<file path="config.mk">
export PLATFORM = sky130hd
export DESIGN_NAME = reset_clock_boot_config
export DESIGN_NICKNAME = d
export VERILOG_FILES = /design/src/reset_clock_boot_config.v
export VERILOG_INCLUDE_DIRS = /design/src /design/src/src
export SDC_FILE = /design/constraint.sdc
export NUM_CORES = 1
export LEC_CHECK = 0
export BUFFER_PORTS_ARGS = -buffer_cell sky130_fd_sc_hd__buf_2
export CAP_MARGIN = 20
export CORE_ASPECT_RATIO = 0.5
export CORE_MARGIN = 1.5
export CORE_UTILIZATION = 59
export DETAILED_ROUTE_END_ITERATION = 7
export PLACE_DENSITY = 0.76
export SYNTH_ARGS = -nofsm -noshare
export SYNTH_HDL_FRONTEND = slang
export SYNTH_SLANG_ARGS = --single-unit
</file>
<file path="constraint.sdc">
create_clock -name clk_sys_i -period 7.4 [get_ports clk_sys_i]
set_clock_uncertainty 0.1 [all_clocks]
set_input_delay 1.48 -clock clk_sys_i [delete_from_list [all_inputs] [get_ports clk_sys_i]]
set_output_delay 1.48 -clock clk_sys_i [all_outputs]
set_load 0.03 [all_outputs]
</file>
<file path="src/sys_config_regs.vh">
// Purpose: constants for the reset, clock and boot configuration block
// Assumes: 100 MHz system clock, word-aligned wishbone registers
// Notes: offsets are byte addresses
`ifndef SYS_CONFIG_REGS_VH
`define SYS_CONFIG_REGS_VH

`define CTRL_OFS        8'h00
`define STATUS_OFS      8'h04
`define CLKDIV_OFS      8'h08
`define WDOG_LOAD_OFS   8'h0c
`define WDOG_COUNT_OFS  8'h10

`define CTRL_FW_RST     0
`define CTRL_DOZE       1
`define CTRL_SLEEP_EXT  2
`define CTRL_WDOG_EN    3
`define CTRL_KICK       4

`define CLKDIV_RESET    16'h0000
`define WDOG_LOAD_RESET 32'h000f_ffff

`define POR_TIME_US     4000
`define CLK_MHZ         100
`define REF_MHZ         44
`define SLOW_MHZ        1
`define SLEEP_KHZ       32
`define BUS_MIN_KHZ     32
`define BUS_MAX_MHZ     66

`define BOOT_SERIAL     2'b00
`define BOOT_FLASH      2'b01
`define BOOT_SDIO       2'b10
`define BOOT_RSVD       2'b11

`endif

</file>
<file path="src/reset_clock_boot_config.v">
// Purpose: reset combining, power-on stretch, clock select and boot decode
// Assumes: all inputs synchronous to clk_sys_i
// Notes: wishbone classic slave, ack one cycle after request
//
// Function
// - reset the device from the pin, watchdog, firmware, host serial port or sdio.
// - hold power-on reset 4 ms past a stable core supply and drive it on the por pin.
// - decode the two boot-select pins into serial, flash, sdio or reserved boot.
// - serial boot loads firmware over the host serial port using the 44 MHz clock.
// - flash boot fetches firmware through the master/slave serial port.
// - sdio boot loads firmware from the host like serial boot but over sdio.
// - software sets the core and bus clock between 32 kHz and 66 MHz; here the divided tick reaches at most 44 MHz.
// - doze mode runs on the sleep clock from the 1 MHz or the external 32 kHz source.
// - every internal clock comes from the 44 MHz, 1 MHz and 32 kHz inputs.
// - the watchdog fires when its down-counter reaches zero before reload; here it fires on the 1 MHz tick that finds it at 1.
//
// Implementation choices: the address map and the Wishbone register port.
`timescale 1ns/10ps
`default_nettype none
`include "sys_config_regs.vh"

module reset_clock_boot_config #(
	parameter POR_CYCLES = (`POR_TIME_US * `CLK_MHZ),
	parameter DIV_W      = 16
) (
	// clock and reset
	input  wire              clk_sys_i,
	input  wire              rst_n_i,
	// supply and reset pins
	input  wire              supply_ok_i,
	input  wire              ext_rst_n_i,
	output reg               por_n_o,
	input  wire              host_serial_rst_i,
	input  wire              sdio_rst_i,
	output reg               core_rst_n_o,
	// boot select pins
	input  wire              boot_select_lo_i,
	input  wire              boot_select_hi_i,
	output reg  [1:0]        boot_mode_o,
	output reg               boot_from_host_serial_o,
	output reg               boot_from_flash_o,
	output reg               boot_from_sdio_o,
	// clock sources
	input  wire              ref_clk_en_i,
	input  wire              slow_clk_en_i,
	input  wire              sleep_clk_en_i,
	output reg               core_clk_en_o,
	output reg               sleep_src_ext_o,
	// wishbone
	input  wire              wb_cyc_i,
	input  wire              wb_stb_i,
	input  wire              wb_we_i,
	input  wire [7:0]        wb_adr_i,
	input  wire [3:0]        wb_sel_i,
	input  wire [31:0]       wb_dat_i,
	output reg  [31:0]       wb_dat_o,
	output reg               wb_ack_o
);

	reg  [1:0]        rst_sync_reg;
	wire              rst_n;
	reg  [31:0]       por_cnt_reg;
	reg  [4:0]        ctrl_reg;
	reg  [DIV_W-1:0]  div_reg;
	reg  [DIV_W-1:0]  div_cnt_reg;
	reg  [31:0]       wd_load_reg;
	reg  [31:0]       wd_cnt_reg;
	reg               wd_fire_reg;
	reg               fw_rst_reg;
	reg  [1:0]        src_reg;
	reg               any_rst_reg;
	reg               boot_seen_reg;
	wire              req;
	wire              clk_tick;
	wire              doze;

	assign rst_n = rst_sync_reg[1];
	assign req   = wb_cyc_i & wb_stb_i & ~wb_ack_o;
	assign doze  = ctrl_reg[`CTRL_DOZE];

	always @(posedge clk_sys_i or negedge rst_n_i) begin
		if (!rst_n_i)
			rst_sync_reg <= 2'b00;
		else
			rst_sync_reg <= {rst_sync_reg[0], 1'b1};
	end

	// power-on reset stretch
	always @(posedge clk_sys_i or negedge rst_n) begin
		if (!rst_n) begin
			por_cnt_reg <= 32'h0000_0000;
			por_n_o     <= 1'b0;
		end else if (!supply_ok_i) begin
			por_cnt_reg <= 32'h0000_0000;
			por_n_o     <= 1'b0;
		end else if (por_cnt_reg < POR_CYCLES - 1) begin
			por_cnt_reg <= por_cnt_reg + 32'h0000_0001;
		end else begin
			por_n_o     <= 1'b1;
		end
	end

	// reset combine and synchronous release
	always @(posedge clk_sys_i or negedge rst_n) begin
		if (!rst_n) begin
			any_rst_reg  <= 1'b1;
			core_rst_n_o <= 1'b0;
		end else begin
			any_rst_reg  <= ~ext_rst_n_i | wd_fire_reg | fw_rst_reg
				| host_serial_rst_i | sdio_rst_i | ~por_n_o;
			core_rst_n_o <= ~any_rst_reg;
		end
	end

	// boot mode capture after reset release
	always @(posedge clk_sys_i or negedge rst_n) begin
		if (!rst_n) begin
			boot_seen_reg           <= 1'b0;
			boot_mode_o             <= `BOOT_SERIAL;
			boot_from_host_serial_o <= 1'b0;
			boot_from_flash_o       <= 1'b0;
			boot_from_sdio_o        <= 1'b0;
		end else if (!core_rst_n_o) begin
			boot_seen_reg <= 1'b0;
		end else if (!boot_seen_reg) begin
			boot_seen_reg           <= 1'b1;
			boot_mode_o             <= {boot_select_hi_i, boot_select_lo_i};
			boot_from_host_serial_o <= ({boot_select_hi_i, boot_select_lo_i}
				== `BOOT_SERIAL);
			boot_from_flash_o       <= ({boot_select_hi_i, boot_select_lo_i}
				== `BOOT_FLASH);
			boot_from_sdio_o        <= ({boot_select_hi_i, boot_select_lo_i}
				== `BOOT_SDIO);
		end
	end

	// clock source and divider
	always @(*) begin
		if (doze)
			src_reg = ctrl_reg[`CTRL_SLEEP_EXT] ? 2'b10 : 2'b01;
		else
			src_reg = 2'b00;
	end
	assign clk_tick = (src_reg == 2'b10) ? sleep_clk_en_i :
		(src_reg == 2'b01) ? slow_clk_en_i :
		ref_clk_en_i;

	always @(posedge clk_sys_i or negedge rst_n) begin
		if (!rst_n) begin
			div_cnt_reg     <= {DIV_W{1'b0}};
			core_clk_en_o   <= 1'b0;
			sleep_src_ext_o <= 1'b0;
		end else begin
			sleep_src_ext_o <= ctrl_reg[`CTRL_SLEEP_EXT];
			core_clk_en_o   <= 1'b0;
			if (clk_tick) begin
				if (div_cnt_reg >= div_reg || boot_from_host_serial_o) begin
					div_cnt_reg   <= {DIV_W{1'b0}};
					core_clk_en_o <= 1'b1;
				end else begin
					div_cnt_reg <= div_cnt_reg + {{(DIV_W-1){1'b0}}, 1'b1};
				end
			end
		end
	end

	// watchdog down-counter on the 1 MHz tick
	always @(posedge clk_sys_i or negedge rst_n) begin
		if (!rst_n) begin
			wd_cnt_reg  <= `WDOG_LOAD_RESET;
			wd_fire_reg <= 1'b0;
		end else if (!core_rst_n_o) begin
			wd_cnt_reg  <= wd_load_reg;
			wd_fire_reg <= 1'b0;
		end else if (req && wb_we_i && wb_adr_i == `CTRL_OFS && wb_sel_i[0]
			&& wb_dat_i[`CTRL_KICK]) begin
			wd_cnt_reg <= wd_load_reg;
		end else if (ctrl_reg[`CTRL_WDOG_EN] && slow_clk_en_i) begin
			if (wd_cnt_reg == 32'h0000_0001 || wd_cnt_reg == 32'h0000_0000)
				wd_fire_reg <= 1'b1;
			else
				wd_cnt_reg <= wd_cnt_reg - 32'h0000_0001;
		end
	end

	// wishbone registers
	always @(posedge clk_sys_i or negedge rst_n) begin
		if (!rst_n) begin
			wb_ack_o    <= 1'b0;
			wb_dat_o    <= 32'h0000_0000;
			ctrl_reg    <= 5'h00;
			fw_rst_reg  <= 1'b0;
			div_reg     <= `CLKDIV_RESET;
			wd_load_reg <= `WDOG_LOAD_RESET;
		end else begin
			wb_ack_o   <= req;
			fw_rst_reg <= 1'b0;
			if (!core_rst_n_o)
				ctrl_reg <= 5'h00;
			if (req && wb_we_i) begin
				if (wb_adr_i == `CTRL_OFS) begin
					if (wb_sel_i[0]) begin
						ctrl_reg   <= {1'b0, wb_dat_i[3:0]};
						fw_rst_reg <= wb_dat_i[`CTRL_FW_RST];
					end
				end else if (wb_adr_i == `CLKDIV_OFS) begin
					if (wb_sel_i[0])
						div_reg[7:0] <= wb_dat_i[7:0];
					if (wb_sel_i[1])
						div_reg[DIV_W-1:8] <= wb_dat_i[DIV_W-1:8];
				end else if (wb_adr_i == `WDOG_LOAD_OFS) begin
					if (wb_sel_i[0])
						wd_load_reg[7:0] <= wb_dat_i[7:0];
					if (wb_sel_i[1])
						wd_load_reg[15:8] <= wb_dat_i[15:8];
					if (wb_sel_i[2])
						wd_load_reg[23:16] <= wb_dat_i[23:16];
					if (wb_sel_i[3])
						wd_load_reg[31:24] <= wb_dat_i[31:24];
				end
			end
			if (req && !wb_we_i) begin
				if (wb_adr_i == `CTRL_OFS)
					wb_dat_o <= {27'h0, 1'b0, ctrl_reg[3:0]};
				else if (wb_adr_i == `STATUS_OFS)
					wb_dat_o <= {24'h0, boot_from_sdio_o, boot_from_flash_o,
						boot_from_host_serial_o, sleep_src_ext_o, doze,
						boot_mode_o, por_n_o};
				else if (wb_adr_i == `CLKDIV_OFS)
					wb_dat_o <= {{(32-DIV_W){1'b0}}, div_reg};
				else if (wb_adr_i == `WDOG_LOAD_OFS)
					wb_dat_o <= wd_load_reg;
				else if (wb_adr_i == `WDOG_COUNT_OFS)
					wb_dat_o <= wd_cnt_reg;
				else
					wb_dat_o <= 32'h0000_0000;
			end
		end
	end

endmodule
`default_nettype wire

</file>
; ---- Word-level counts from Yosys, hierarchy flattened
; Index checks and enable logic that the tools add are counted.
; Widths: inputs -> output; s select.
[word_totals]
out_inout_bits = 42
input_bits = 58
register_bits = 181
elab_cells = 113
[op_classes]
n_reduce_logical = 21
n_lt_le_gt_ge = 2
mux = 32
addsub = 3
n_eq_ne = 16
n_bitwise = 14
[op_table]
columns = operator, n
row1 = $mux 32, 11
row2 = $add 32x1->32 const B, 1
row3 = $eq 32x1->1 const B, 1
row4 = $logic_not 32->1, 1
row5 = $lt 32x19->1 const B, 1
row6 = $sub 32x1->32 const B, 1
row7 = $mux 5, 4
row8 = $reduce_and 5->1, 4
row9 = $add 16x1->16 const B, 1
row10 = $eq 8x4->1 const B, 2
row11 = $ge 16x16->1, 1
row12 = $mux 16, 1
row13 = $mux 1, 14
row14 = $eq 8x3->1 const B, 1
row15 = $eq 8x5->1 const B, 1
row16 = $logic_not 8->1, 1
row17 = $reduce_and 4->1, 2
row18 = $not 1->1, 7
row19 = $logic_and 1x1->1, 6
row20 = $ne 2x1->1 const B, 3
row21 = $or 1x1->1, 5
row22 = $eq 2x1->1 const B, 2
row23 = $eq 2x2->1 const B, 2
row24 = $mux 2, 2
row25 = 9 further kinds, 13

; ---- Longest topological paths before layout
; Gate-level depths: netlist (run 1).
[depth]
depth_word = 8
mapped_depth = 10
mapped_depth_nobuf = 8

; ---- Worst setup path before layout (run 1)
; Ideal clock, no wire load.
[synth_path]
path_type = in2reg
start = input port wb_adr_i[1]
end = register wd_load_reg[20]
cell_stages = 7
setup_time_ns = 0.125
path_buffers = 2
t_arrival_ns = 2.925
t_required_ns = 7.175
setup_slack_ns = 4.250
path_cell_list = nor3_1 > and2_1 > clkbuf_1 > and3_1 > buf_2 > nand3_1 > mux2_2
[synth_via]
elab_chain_len = 3
elab_cells_between_ends = 6
cone_classes = eq/ne: 2 / bitwise: 2 / reduce/logical: 2
[synth_rtl]
columns = element, line_no
row1 = "start, declared", reset_clock_boot_config.v:53  ; input wire [7:0] wb_adr_i,
row2 = $eq 8x4->1 (no line) / $logic_not 8->1 (equally long branches), -
row3 = $not 1->1 (no line), -
row4 = $reduce_and 5->1 (no line) (*), -
row5 = "end signal, assigned", reset_clock_boot_config.v:194  ; wd_load_reg <= `WDOG_LOAD_RESET;
row6 = "end signal, assigned", reset_clock_boot_config.v:217  ; wd_load_reg[23:16] <= wb_dat_i[23:16];
row7 = "end, declared", reset_clock_boot_config.v:66  ; reg [31:0] wd_load_reg;
; Every way passes the cells marked *; elsewhere a longest branch is shown, timed or not.
; A chain may end at the register's enable or synchronous reset.

; ---- Worst setup path after layout (run 1)
[layout_path]
start = input port wb_adr_i[2]
end = register wd_load_reg[25]
; The elaborated chain is that of the path after synthesis.

==> results.json, run 1 <==
{
  "p_leak_nw": 4.61,
  "drc": 0,
  "worst_setup_path_start_kind": "input pin",
  "grt_pass1_vias": 6727,
  "place.gp.congestion": 0.861,
  "ctsHtreeMaxLevel": 4,
  "wirelength_um": 19900,
  "dp_cells": 1138,
  "fin_setup_tns_ns": 0,
  "slew_headroom_pct": 27.3,
  "antenna_found_initial": 1,
  "critPathBufInv": 2,
  "switching_power_w": 0.000495,
  "status": "finished clean",
  "fp.dieH_um": 89.8,
  "synth_area_leader_cell": "dfrtp_1",
  "vdd_drop_max_mv": 0.151,
  "cts.clk_slew.worst_paths_ns": 0.07,
  "core_area_um2": 14600,
  "die_area_um2": 15800,
  "hold_viol_final": 0,
  "cts_setup_buffers": 0,
  "cp_max_fo": 19,
  "max_freq_mhz": 271,
  "post-route-util_pct": 69.2,
  "start_util_pct": 60.9,
  "synth_edf_count": 0,
  "place.detailed.hpwl_um": 13800,
  "critPathMaxStageDelay_ns": 0.59,
  "setup_viol": 0,
  "clockBufferDepth": 2,
  "syn-cell-area_um2": 8880,
  "max_slew.worst_pin.slew_ns": 1.09,
  "switching_share_pct": 24.7,
  "p_int_w": 0.00151,
  "async_reset_ff_share_pct": 100,
  "yosysWarningCount": 0,
  "pre_cts_slack_ns": 2.87,
  "fin_ws_ns": 3.71,
  "fin_cells": 1173,
  "min_path_type": "flip-flop to async pin",
  "worst_setup_path_end_kind": "flip-flop",
  "synth_seq_area_share_pct": 51.3,
  "powerDensity_nw_per_um2": 199,
  "grt_pass1_wl_um": 33600,
  "cts_tree": "built",
  "grt_max_degree": 79,
  "yosysMostFrequentCell": "dfrtp_1",
  "power_frac_seq_pct": 51.0,
  "drt_iter0_markers": 518,
  "post-route-period-util_pct": 49.8,
  "fp.dieW_um": 177,
  "syn_nets": 959,
  "cp_slowest_cell": "and3_1",
  "ys_top_cells_by_area": "dfrtp_1 (39%), dfstp_2 (12%), nand2_1 (5.6%), mux2_2 (4.6%), o21ai_0 (4.6%)",
  "synthCells": 881,
  "synth_common_cells": "dfrtp_1 (139), nand2_1 (133), o21ai_0 (81)",
  "root_buffer": "clkbuf_16",
  "ant_nets": 0,
  "avgViaCountPerCell": 5.77,
  "grt_setup_unrepaired": "false",
  "min_period_ns": 3.69,
  "total_power_w": 0.00201,
  "grt_use_total_pct": 26.6,
  "top_level_ports": 100,
  "drive_gt1_share_pct": 23.6,
  "path_cells": "buf_2 > nor2b_1 > and3_1 > buf_8 > nand3_1 > mux2_2",
  "vias": 6763,
  "firstDrtPassIters": 5,
  "num_rows": 31,
  "finalNetCount": 1039,
  "clock_power_share_pct": 43.3,
  "ys.flop_type": "dfrtp_1",
  "clk_latency_ns": 0.43,
  "synthToLayoutAreaGrowth_pct": 13.6,
  "pwr-share-comb_pct": 5.8,
  "maxCapViolCount": 0,
  "worstPathRequired_ns": 7.61,
  "detail_route.wl_per_cell_um": 17.0,
  "cp.arrival_ns": 3.90,
  "cts_resized": 0,
  "portBuffers": 99,
  "postCtsHoldBufs": 0,
  "synth-seq-cells": 180,
  "overflow": 0,
  "cp_top_family": "simple AND/OR/NAND/NOR gates",
  "n_fill_cell": 1131,
  "critical_path_class": "input pin to flip-flop",
  "syn_avg_cell_area_um2": 10.1,
  "synth_top_area_share_pct": 39.2,
  "cts.sinks": 180,
  "cts_buffers": 17,
  "synth_cell_type_count": 66,
  "final_max_slew_viol_count": 0
}
==> per-stage QoR <==
step           area, um^2  hold WS, ns
3_3_place_gp         9490        0.239
4_1_cts             10000        0.258
5_1_grt             10100        0.277
6_report            10100        0.256
3_5_place_dp         9490        0.240
2_1_floorplan        8880        0.231
==> path summary, 6_finish.rpt <==
path                                      start               to  slack (ns)  cells past startpoint
worst max-delay path                wb_adr_i[2]  wd_load_reg[25]        3.71                      6
worst min-delay path            rst_sync_reg[1]  por_cnt_reg[28]        0.26                      0
worst max register to register         wb_ack_o      ctrl_reg[0]        4.64                      6
worst min register to register  rst_sync_reg[1]  por_cnt_reg[28]        0.26                      0
max in group asynchronous       rst_sync_reg[1]   wd_cnt_reg[16]        5.10                      3
min in group clk_sys_i          rst_sync_reg[0]  rst_sync_reg[1]        0.26                      0
==> metal layers <==
| layer | up-vias | track usage (%) | wire length, um |
|---|---|---|---|
| met2 | 151 | 42.7 | 9390 |
| met3 | 22 | 5.12 | 971 |
| met1 | 3305 | 37.3 | 9340 |
| met4 | 0 | 6.71 | 229 |
| li1 | 3285 | - | - |
| met5 | - | 0 | 0 |
==> kinds of logic after synthesis <==
group,count (synthesis),share of synthesized area (%)
adders and majority gates,20,2.82
xor gates and xnor gates,43,4.24
DFF,180,51.3
and+or+nand+nor,321,18.6
other,1,0.0422
muxes,42,5.24
AOI/OAI and AO/OA,201,14.5
buffers and inverters,73,3.31
==> cells in the final DEF (no fill, tap or decap), types with 6 or more instances in the layout <==
master / Yosys / final
or4_1: 6 / 6
a21oi_1: 28 / 28
dfstp_2: 41 / 41
o31ai_1: 11 / 11
or3_1: 12 / 12
nand2b_1: 13 / 13
mux2_2: 36 / 36
ha_1: 20 / 20
mux2i_1: 6 / 6
o21ai_0: 81 / 81
a22oi_1: 21 / 21
inv_1: 27 / 27
nand2_1: 133 / 133
nand4_1: 7 / 7
and3_1: 12 / 12
and2_1: 18 / 18
o21ai_1: 9 / 9
nor2b_1: 8 / 8
buf_4: 0 / 6
buf_2: 4 / 99
nor3_1: 13 / 13
clkbuf_16: 0 / 17
a222oi_1: 9 / 9
nand3_1: 23 / 23
xor2_1: 34 / 34
xnor2_1: 9 / 9
nor4_1: 11 / 11
nor2_1: 37 / 37
dfrtp_1: 139 / 138
==> layout make-up <==
class | count | area [um^2] | share of cell area (%)
inverter | 27 | 101 | 1.00
sequential | 180 | 4560 | 45.2
clock buffer | 18 | 429 | 4.25
antenna | 1 | 2.50 | 0.0248
clock inverter | 14 | 130 | 1.29
timing repair buffer | 107 | 583 | 5.78
multi-input combinational | 628 | 4040 | 40.0
tap | 198 | 248 | 2.45
==> power by group through the flow <==
stage / combinational (W) / sequential, W / clock [W]
floorplan: 0.0000610 / 0.00105 / 0
finish: 0.000115 / 0.00102 / 0.000868
global placement: 0.000111 / 0.00104 / 0
global route: 0.000130 / 0.00103 / 0.000925
CTS: 0.000114 / 0.00102 / 0.000880
detailed placement: 0.000113 / 0.00104 / 0
Note: power is estimated with default switching activity, not from simulation.
==> run 2: changes to the inputs <==
==> constraint.sdc (replaced) <==
create_clock -name clk_sys_i -period 3.6 [get_ports clk_sys_i]
set_clock_uncertainty 0.1 [all_clocks]
set_input_delay 0.72 -clock clk_sys_i [delete_from_list [all_inputs] [get_ports clk_sys_i]]
set_output_delay 0.72 -clock clk_sys_i [all_outputs]
set_load 0.03 [all_outputs]
==> run 2 against run 1 <==
Net effect:
- via count grew 1.8%
- count of clock-buffer cells in the layout rose by 2
- die area is the same
- power rose by 110%
- flip-flop and latch count stayed put
- critical path depth is the same
- global-route usage grew 0.70 points
- largest power group unchanged
==> results.json, run 2 (synthesized netlist as in run 1, its figures left out) <==
{
  "status": "finished clean",
  "whs_ns": 0.256,
  "num_rows": 31,
  "grt_max_degree": 71,
  "min_period_ns": 2.64,
  "final_max_slew_viol_count": 0,
  "cts.sinks": 180,
  "vias": 6883,
  "cts_resized": 0,
  "die_area_um2": 15800,
  "cts.clk_slew.worst_paths_ns": 0.07,
  "drc": 0,
  "final_common_cell": "dfrtp_1",
  "fp.dieW_um": 177,
  "place.detailed.hpwl_um": 14500,
  "final_area_um2": 10200,
  "finalNetCount": 1044,
  "cp.arrival_ns": 2.90,
  "wl_met2_um": 9510,
  "firstDrtPassIters": 5,
  "top_level_ports": 100,
  "cp_max_fo": 8,
  "cts_buffers": 17,
  "wirelength_um": 20400,
  "core_area_um2": 14600,
  "grt_pass1_vias": 6802,
  "max_slew.worst_pin.slew_ns": 0.939,
  "dp_cells": 1144,
  "fin_setup_tns_ns": 0,
  "postCtsHoldBufs": 1,
  "p_leak_nw": 4.64,
  "slew_headroom_pct": 37.4,
  "layout_common_cells": "dfrtp_1 (138), nand2_1 (133), buf_2 (99)",
  "wl_met1_um": 9460,
  "portBuffers": 99,
  "antenna_found_initial": 1,
  "fp.dieH_um": 89.8,
  "min_path_type": "flip-flop to flip-flop",
  "route.met3.wl_um": 1100,
  "overflow": 0,
  "top_layer_used": "met4",
  "dpl_cell_area_um2": 9560,
  "place.gp.congestion": 0.894,
  "powerDensity_nw_per_um2": 413,
  "max_freq_mhz": 378,
  "root_buffer": "clkbuf_16",
  "cts_setup_buffers": 0,
  "clockBufferDepth": 2,
  "post-route-period-util_pct": 73.4,
  "grt_use_total_pct": 27.3,
  "ctsHtreeMaxLevel": 4,
  "vdd_drop_max_mv": 0.326,
  "clk_latency_ns": 0.42,
  "ant_nets": 0,
  "synthToLayoutAreaGrowth_pct": 14.3,
  "setup_viol": 0,
  "worst_setup_path_end_kind": "flip-flop",
  "fin_cells": 1178,
  "maxCapViolCount": 0,
  "start_util_pct": 60.9,
  "worst_setup_path_start_kind": "flip-flop",
  "critical_path_class": "flip-flop to flip-flop",
  "grt_pass1_wl_um": 34400,
  "n_fill_cell": 1150,
  "drive_gt1_share_pct": 23.7,
  "detail_route.wl_per_cell_um": 17.3,
  "grt_setup_unrepaired": "false",
  "drt_iter0_markers": 545,
  "avgViaCountPerCell": 5.84,
  "hold_viol_final": 0,
  "worstPathRequired_ns": 3.85,
  "cts_tree": "built"
}
==> run 2: cell types whose count changed in the layout (fill, tap and decap cells not counted), sizes merged <==
| cell | change |
|---|---|
| bufinv | +1 |
| clkinv | -3 |
| clkbuf | +2 |
| buf | +4 |
| inv | +1 |
| dlygate4sd3 | +1 |
| clkinvlp | -1 |
==> run 2: power breakdown <==
| part | leakage (nW) | switching, W | internal (W) |
|---|---|---|---|
| Combinational | 2.11 | 0.000147 | 0.0000873 |
| Clock | 0.273 | 0.000812 | 0.00104 |
| Sequential | 2.27 | 0.0000510 | 0.00206 |
==> run 2: metrics by stage <==
step                setup WS [ns]  total power [W]  utilization [%]
floorplan                   0.567          0.00229                -
global placement            0.702          0.00237             65.5
detailed placement          0.648          0.00238             65.5
CTS                         0.969          0.00423             69.6
global route                0.743          0.00435             69.6
finish                      0.957          0.00419             69.6
==> run 2: final timing paths <==
path	start	end	slack, ns	cells past startpoint
max	wb_ack_o	ctrl_reg[0]	0.96	6
min reg2reg	rst_sync_reg[0]	rst_sync_reg[1]	0.26	0
min	rst_sync_reg[0]	rst_sync_reg[1]	0.26	0
min in group asynchronous	rst_sync_reg[1]	por_cnt_reg[27]	0.37	0
max reg2reg	wb_ack_o	ctrl_reg[0]	0.96	6
max in group asynchronous	rst_sync_reg[1]	wd_load_reg[2]	2.04	1
==> run 2: per-layer routing <==
layer | track usage (%) | vias up
li1 | - | 3301
met1 | 38.5 | 3369
met2 | 43.5 | 186
met3 | 5.37 | 27
met4 | 6.71 | 0
met5 | 0 | -
==> run 2: worst max-delay path: stages, from the launching register on <==
cell      delay, ns
dfrtp_1        0.40
and4b_1        0.47
nand2_1        0.13
or3_1          0.45
nor3_1         0.65
and2_1         0.26
o21bai_1       0.11
==> run 2: layout make-up <==
cell class | count | area, um^2 | share of cell area (%)
Sequential cell | 180 | 4560 | 44.9
Multi-Input combinational cell | 628 | 4040 | 39.8
Timing Repair Buffer | 112 | 621 | 6.11
Clock buffer | 20 | 437 | 4.30
Tap cell | 198 | 248 | 2.44
Clock inverter | 12 | 144 | 1.42
Inverter | 27 | 101 | 0.998
Antenna cell | 1 | 2.50 | 0.0247
